### config.mk
export PLATFORM = sky130hd
export DESIGN_NAME = irq_trap
export DESIGN_NICKNAME = d
export VERILOG_FILES = /design/src/verilog/irq_trap_pkg.sv /design/src/verilog/irq_trap.sv
export VERILOG_INCLUDE_DIRS = /design/src /design/src/verilog
export SDC_FILE = /design/constraint.sdc
export NUM_CORES = 1
export LEC_CHECK = 0
export ABC_AREA = 1
export BUFFER_PORTS_ARGS = -buffer_cell sky130_fd_sc_hd__buf_4
export CAP_MARGIN = 15
export CORE_MARGIN = 4
export CORE_UTILIZATION = 51
export CTS_BUF_LIST = sky130_fd_sc_hd__clkbuf_8 sky130_fd_sc_hd__clkbuf_16
export CTS_CLUSTER_DIAMETER = 200
export DETAILED_ROUTE_END_ITERATION = 10
export PLACE_DENSITY = 0.85
export SKIP_CTS_REPAIR_TIMING = 1
export SLEW_MARGIN = 0
export SYNTH_ARGS = -nofsm -noshare
export SYNTH_HDL_FRONTEND = slang
export SYNTH_SLANG_ARGS = --single-unit
### constraint.sdc
create_clock -name clk_sys_in -period 1.16 [get_ports clk_sys_in]
set_input_delay 0.058 -clock clk_sys_in [delete_from_list [all_inputs] [get_ports clk_sys_in]]
set_output_delay 0.058 -clock clk_sys_in [all_outputs]
set_load 0.01 [all_outputs]
### src/verilog/irq_trap_consts.svh
// Register offsets, field positions and reset values of the polarity,
// vector and power-fail trap block.
// Assumes an 8-bit register port with byte offsets.
`ifndef IRQ_TRAP_CONSTS_SVH
`define IRQ_TRAP_CONSTS_SVH
`define OFS_POL_A 8'h0E
`define OFS_POL_B 8'h0F
`define OFS_VECTOR 8'h10
`define OFS_TRAP_STATUS 8'h11
`define OFS_PF_CONTROL 8'h12
`define OFS_IRQ_STATUS 8'h13
`define OFS_IRQ_MASK 8'h14
`define OFS_CH_ENABLE 8'h15
`define OFS_CH_MODE 8'h16
`define BIT_ONESHOT 0
`define BIT_PF_LEVEL 1
`define BIT_LOCKED 2
`define BIT_TRAP 0
`define VEC_BASE 6'h10
`define RST_POL 8'h00
`define RST_VECTOR 8'h10
`define RST_MODE 16'h4C1D
`define EV_TRAP 0
`define EV_VECTOR 1
`endif

### src/verilog/irq_trap_pkg.sv
// Types of the polarity, vector and power-fail trap block.
// Assumes the constants header is included by users as well.
package irq_trap_pkg;
    typedef struct packed {
        logic [7:0] addr;
        logic [7:0] wdata;
        logic wr;
        logic rd;
    } reg_req_t;
    typedef enum logic [1:0] {
        PF_IDLE = 2'b00,
        PF_ARMED = 2'b01,
        PF_LOCKED = 2'b10
    } pf_mode_t;
    typedef struct packed {
        logic [15:0] pol;
        logic [15:0] en;
        logic [15:0] mode;
        logic [15:0] prev;
        logic [15:0] pend;
        logic [1:0] pf_sync;
        logic pf_prev;
        logic trap;
        logic oneshot;
        logic locked;
        logic [1:0] irq_stat;
        logic [1:0] irq_mask;
        logic [5:0] vector;
        logic [7:0] rdata;
        logic irq;
        logic trap_line_n;
    } state_t;
endpackage
### src/verilog/irq_trap.sv
// Polarity select for channels 16 to 31, fixed-priority vector and the
// power-fail trap that drives the core's trap line.
// Assumes channel sources are on clk_sys_in; power fail is asynchronous.
`timescale 1ns/10ps
`include "irq_trap_consts.svh"

////////////////////////////////////////////////////////////////////////
module irq_trap
(
    input wire logic clk_sys_in,
    input wire logic rst_in,
    input wire logic wdt_rst_in,
    input wire logic clk_en_in,
    input wire irq_trap_pkg::reg_req_t req_in,
    input wire logic [15:0] channel_src_in,
    input wire logic power_fail_input_n_in,
    output logic [7:0] rdata_out,
    output logic cpu_trap_line_n_out,
    output logic irq_out
);
    import irq_trap_pkg::*;

    state_t s_reg;
    state_t s_next;
    logic [15:0] active;
    logic [15:0] hits;
    logic pf_fall;
    logic pf_armed;
    logic [5:0] vec_calc;
    logic ev_vec;

    ////////////////////////////////////////////////////////////////////
    always_comb
    begin
        s_next = s_reg;
        pf_fall = s_reg.pf_prev & ~s_reg.pf_sync[1];
        pf_armed = s_reg.locked | s_reg.oneshot;
        active = channel_src_in ^ s_reg.pol;
        for (int i = 0; i < 16; i++)
        begin
            if (s_reg.mode[i])
                s_next.pend[i] = s_reg.pend[i] | (active[i] & ~s_reg.prev[i]);
            else
                s_next.pend[i] = active[i];
        end
        s_next.prev = active;
        hits = s_reg.pend & s_reg.en;
        vec_calc = `VEC_BASE;
        for (int i = 0; i < 16; i++)
        begin
            if (hits[i])
                vec_calc = `VEC_BASE + 6'(16 + i);
        end
        s_next.vector = vec_calc;
        ev_vec = (hits != 16'h0000);
        s_next.pf_sync = {s_reg.pf_sync[0], power_fail_input_n_in};
        s_next.pf_prev = s_reg.pf_sync[1];
        s_next.rdata = 8'h00;
        if (req_in.rd)
        begin
            case (req_in.addr)
                `OFS_POL_A: s_next.rdata = s_reg.pol[7:0];
                `OFS_POL_B: s_next.rdata = s_reg.pol[15:8];
                `OFS_VECTOR: s_next.rdata = {2'b00, s_reg.vector};
                `OFS_TRAP_STATUS: s_next.rdata = {7'h00, s_reg.trap};
                `OFS_PF_CONTROL: s_next.rdata = {5'h00, s_reg.locked,
                    s_reg.pf_sync[1], s_reg.oneshot};
                `OFS_IRQ_STATUS: s_next.rdata = {6'h00, s_reg.irq_stat};
                `OFS_IRQ_MASK: s_next.rdata = {6'h00, s_reg.irq_mask};
                `OFS_CH_ENABLE: s_next.rdata = s_reg.en[7:0];
                `OFS_CH_MODE: s_next.rdata = s_reg.mode[7:0];
                default: s_next.rdata = 8'h00;
            endcase
        end
        if (req_in.rd && req_in.addr == `OFS_TRAP_STATUS)
            s_next.trap = 1'b0;
        if (req_in.wr)
        begin
            case (req_in.addr)
                `OFS_POL_A: s_next.pol[7:0] = req_in.wdata;
                `OFS_POL_B: s_next.pol[15:8] = req_in.wdata;
                `OFS_PF_CONTROL:
                begin
                    s_next.oneshot = req_in.wdata[`BIT_ONESHOT];
                    s_next.locked = s_reg.locked |
                        req_in.wdata[`BIT_LOCKED];
                end
                `OFS_IRQ_STATUS: s_next.irq_stat =
                    s_reg.irq_stat & ~req_in.wdata[1:0];
                `OFS_IRQ_MASK: s_next.irq_mask = req_in.wdata[1:0];
                `OFS_CH_ENABLE: s_next.en[7:0] = req_in.wdata;
                `OFS_CH_MODE: s_next.mode[7:0] = req_in.wdata;
                default: s_next.rdata = s_next.rdata;
            endcase
        end
        // Armed falling edge sets trap; set wins over read clear.
        if (pf_fall && pf_armed)
        begin
            s_next.trap = 1'b1;
            if (!s_reg.locked)
                s_next.oneshot = 1'b0;
        end
        if (pf_fall && pf_armed)
            s_next.irq_stat[`EV_TRAP] = 1'b1;
        if (ev_vec)
            s_next.irq_stat[`EV_VECTOR] = 1'b1;
        s_next.irq = |(s_next.irq_stat & s_next.irq_mask);
        // Trap line is its own flop.
        s_next.trap_line_n = ~s_next.trap;
    end

    ////////////////////////////////////////////////////////////////////
    always_ff @(posedge clk_sys_in)
    begin
        if (rst_in)
        begin
            s_reg <= '0;
            s_reg.pol <= {`RST_POL, `RST_POL};
            s_reg.mode <= `RST_MODE;
            s_reg.vector <= `VEC_BASE;
            s_reg.pf_sync <= 2'b11;
            s_reg.pf_prev <= 1'b1;
            s_reg.trap_line_n <= 1'b1;
        end
        else if (wdt_rst_in)
        begin
            s_reg <= '0;
            s_reg.oneshot <= s_reg.oneshot;
            s_reg.locked <= s_reg.locked;
            s_reg.pol <= {`RST_POL, `RST_POL};
            s_reg.mode <= `RST_MODE;
            s_reg.vector <= `VEC_BASE;
            s_reg.pf_sync <= 2'b11;
            s_reg.pf_prev <= 1'b1;
            s_reg.trap_line_n <= 1'b1;
        end
        else if (clk_en_in)
        begin
            s_reg <= s_next;
        end
    end

    ////////////////////////////////////////////////////////////////////
    // Trap line follows status.
    assign cpu_trap_line_n_out = s_reg.trap_line_n;
    assign rdata_out = s_reg.rdata;
    assign irq_out = s_reg.irq;
endmodule

=== Yosys cells after proc, flatten, opt, wreduce, memory -nomap -nowiden ===
Cells that the tools add are included.
W data, S select, Z words.

* Reductions and logical operators: 11
* Bitwise gates (word level): 44
* Equal/unequal tests: 9
* Mux-type cells: 35

{| class="wikitable"
|+ Operators by type and width
! kind !! number
|-
| $mux W6 || 17
|-
| $pmux W8 S9 || 1
|-
| $eq A8 B5 Y1 const B || 7
|-
| $and A16 B8 Y16 || 1
|-
| $eq A8 B4 Y1 const B || 2
|-
| $reduce_bool A16 Y1 || 1
|-
| $xor A16 B16 Y16 || 1
|-
| $not A1 Y1 || 14
|-
| $or A1 B1 Y1 || 13
|-
| $and A1 B1 Y1 || 12
|-
| $mux W1 || 12
|-
| $reduce_and A3 Y1 || 4
|-
| $mux W2 || 4
|-
| $mux W8 || 1
|-
| $and A2 B2 Y2 || 2
|-
| $reduce_and A4 Y1 || 1
|-
| $reduce_or A2 Y1 || 2
|-
| $logic_and A1 B1 Y1 || 2
|-
| $not A2 Y2 || 1
|-
| $reduce_and A2 Y1 || 1
|}

* Flip-flop bits (word level): 89

=== Logic depth before layout (Yosys ltp) ===
* Word-level depth: 17
* Mapped depth: 11
* Mapped depth without buffers: 11

=== Least setup slack after synthesis ===
Ideal clock, no wire load.

* Path type: input -> register
* From: input port clk_en_in
* To: register s_reg[78] (netlist name)
* Path slack: 68 ps
* Path buffers: 2
* Cell stages on the path: 7
* Data arrival time: 973 ps
* Path through: buf_2 -> nand2_1 -> inv_2 -> nand3_1 -> buf_2 -> o21ai_0 -> a21oi_1

* Longest elaborated chain between the ends: 1

{| class="wikitable"
|+ RTL lines
! what !! line !! text
|-
| from (decl) || irq_trap.sv:13 || <nowiki>input wire logic clk_en_in,</nowiki>
|-
| $reduce_and A3 Y1 (no line) || n/a ||
|-
| to (signal assigned) || irq_trap.sv:139 || <nowiki>s_reg <= s_next;</nowiki>
|-
| to (decl) || irq_trap.sv:23 || <nowiki>state_t s_reg;</nowiki>
|}

Every way passes these cells.
A chain may end at the register's enable or synchronous reset.

=== Worst setup path after layout ===
* From: register s_reg[80] (netlist name)
* To: register s_reg[19] (netlist name)

* Longest elaborated chain between the ends: 3

{| class="wikitable"
|+ RTL lines
! what !! line !! text
|-
| $and A16 B8 Y16 || irq_trap.sv:47 || <nowiki>hits = s_reg.pend & s_reg.en;</nowiki>
|-
| $reduce_bool A16 Y1 || irq_trap.sv:55 || <nowiki>ev_vec = (hits != 16'h0000);</nowiki>
|-
| $mux W1 || irq_trap.sv:105 || <nowiki>if (ev_vec)</nowiki>
|}

Every way passes these cells.

==> impl_metrics.csv <==
group,metric,value,unit
clock_tree,tritoncts,"yes",
floorplan,start_util,0.538,
pwr,p_switching,1260,µW
route,vias,3776,
grt,grt_pass1_vias,3503,
setup_path,worst_setup_path_end_kind,"register",
pwr,clockPowerShare,0.393,
logic_synthesis,syn_area,3490,µm²
sta,slew_viol_final,0,
grt,grt_use_total,0.239,
logic_synthesis,synth_cell_types,26,
route,wl_met2,4940,µm
place,portBuffers,40,
setup_path,worst_ep_arrival_time,1330,ps
place,globalplace.congestion,0.959,
run,drv_cap,0,
route,topRoutingLayerUsed,"met4",
route,viasPerCell,5.67,
worst_hold_path,min_path_cells,3,
pwr,pwr_density_cell,1120,nW/µm²
setup_path,crit_type,"register to register",
setup_path,crit_path_start_kind,"register",
setup_path,regToRegSetupSlack,60,ps
sta,setup_viol,0,
route,wl_met1,3990,µm
clock_tree,clk_path_buf_depth,2,
floorplan,die_w,90.8,µm
logic_synthesis,synth_fp_nets,543,
grt,grt_overflow_total,0,
grt,grt_pass1_wl,16100,µm
route,route.met3.wl,768,µm
logic_synthesis,syn_inst,504,
clock_tree,clk_pin_slew_worst_paths,80,ps
place,dpl-instance-area,4110,µm²
clock_tree,clockRootBuffer,"clkbuf_8",
setup_path,r2r_start,"s_reg[80]",
route,routedWlPerCell,15.1,µm
final_layout,nets,624,
floorplan,die-height,90.8,µm
grt,antenna_found_initial,0,
sta,fin_crit_sh,0.944,
final_layout,most-common-layout-cells,"nand2_1, buf_4, dfxtp_1",
sta,tightestPinTransition,342,ps
run_status,failed_checks,"negative hold slack",
floorplan,rows,29,
logic_synthesis,yosys_warnings,0,
run_status,status,"finished with violations",
route,drc,0,
sta,skew,8.07,ps
sta,holdWs,-20.3,ps
logic_synthesis,ys_seq_elements,73,
logic_synthesis,avgSynthCellArea,6.93,µm²
pwr,ir_drop,0.936,mV
worst_hold_path,hold_path.class,"input pin to register",
pwr,p_sw_frac,0.254,
grt,grt_max_degree,32,
route,drt_first_pass_iters,6,
final_layout,area_growth,27.2,%
sta,relSlewSlack,0.772,
clock_tree,cts_buffers,9,
pwr,intPower,3700,µW
setup_path,cp.required,1400,ps
pwr,power.leakage,0.00193,µW
final_layout,fillCellCount,540,
floorplan,die-area,8240,µm²
final_layout,design_area,4450,µm²
sta,max_freq,0.913,GHz
setup_path,path_max_fanout,3,
place,pre_cts_slack,-229,ps
final_layout,largest_reg_flops,61,
setup_path,worst-r2r-cell-count,7,
route,drt-total-wl,10100,µm
setup_path,cp-startpoint,"s_reg[80]",
route,drtAntennaViolNets,0,
sta,final-hold-violation-count,1,
route,drt-initial-drc-count,340,
pwr,p_comb_frac,0.092,
sta,period_needed,1100,ps
sta,rsz0062_at_grt,"no",
place,dpl.hpwl,7240,µm
clock_tree,clock_sinks,73,
floorplan,core_area,6490,µm²
final_layout,antenna_cells,0,
floorplan,io_pins,49,
pwr,p_seq_frac,0.515,
sta,layout_setup_ws,64.9,ps
final_layout,drive_above_1_share,0.241,
logic_synthesis,yosysSeqAreaShare,0.418,
final_layout,final_common_cell,"nand2_1",
setup_path,r2r-end,"s_reg[19]",
setup_path,cp-endpoint,"s_reg[19]",
clock_tree,worstSkewPairLatency,350,ps
clock_tree,htreeDepth,3,
-- power groups by stage --
stage          Sequential (µW)  Clock (µW)  Combinational [µW]
2_1_floorplan             2610           0                 211
3_3_place_gp              2610           0                 407
3_5_place_dp              2610           0                 420
4_1_cts                   2550        1970                 422
5_1_grt                   2560        2080                 495
6_report                  2550        1950                 457
-- how the worst min path moves through the flow --
stage | startpoint | endpoint | slack (ps)
detailed placement | rst_in | s_reg[20] | 240
global route | channel_src_in[4] | s_reg[46] | 10
floorplan | rst_in | s_reg[20] | 130
finish | req_in[9] | s_reg[65] | -20
CTS | rst_in | s_reg[20] | -130
global placement | rst_in | s_reg[20] | 240
-- critical path: stages (launching register included) --
cell and delay (ps):
dfxtp_2 340, nand2_2 80, nand2_1 70, inv_2 60, nand2_2 70, o21ai_1 140
buf_4 150, a31oi_1 70
-- stage by stage --
step                std cells  total power, µW   util  hold slack [ps]  TNS, ps
CTS                       654             4940  0.661             -130    -14.2
global placement          639             3020  0.632              240    -2960
global route              666             5130  0.685             13.4        0
floorplan                 504             2820      -              127        0
detailed placement        639             3030  0.632              241    -4590
finish                    666             4960  0.685            -20.3        0
-- final cells by class --
cell class / count / area [µm²] / area share
timing repair buffer: 97 / 773 / 0.174
multi-input combinational: 364 / 1770 / 0.399
clock buffer: 9 / 124 / 0.0279
tap: 77 / 96.3 / 0.0217
clock inverter: 6 / 61.3 / 0.0138
inverter: 40 / 150 / 0.0338
sequential: 73 / 1470 / 0.330
-- synth_stat cells --
cell type | n | area, µm²
nand3_1 | 63 | 315
a21oi_2 | 1 | 8.76
o211ai_1 | 1 | 7.51
nor3_1 | 2 | 10.0
nand4_1 | 8 | 50.1
nor2_1 | 28 | 105
buf_1 | 2 | 7.51
o21ai_1 | 1 | 5.00
dfxtp_1 | 73 | 1460
nor2_8 | 1 | 20.0
buf_2 | 3 | 15.0
nand2_4 | 1 | 11.3
nand2_1 | 139 | 522
inv_1 | 34 | 128
nand2_2 | 4 | 25.0
o21ai_0 | 38 | 190
buf_4 | 11 | 82.6
nor2_4 | 4 | 45.0
o21a_1 | 1 | 7.51
a21oi_4 | 1 | 16.3
nor2_2 | 3 | 18.8
a31oi_1 | 7 | 43.8
inv_2 | 6 | 22.5
a21oi_1 | 53 | 265
xor2_1 | 8 | 70.1
clkbuf_1 | 11 | 41.3
-- layer usage --
metal  GRT usage  vias up
met5           0        -
met3      0.0467       39
met1       0.284     1724
met2       0.412      198
met4       0.112        0
li1            -     1815
-- cells by family after synthesis --
logic type / Yosys count / synth area share
buffers and inverters: 67 / 0.0849
and+or+nand+nor: 253 / 0.321
DFF: 73 / 0.418
AOI/OAI and AO/OA: 103 / 0.156
xor gates and xnor gates: 8 / 0.0201
(Power assumes the default switching activity.)
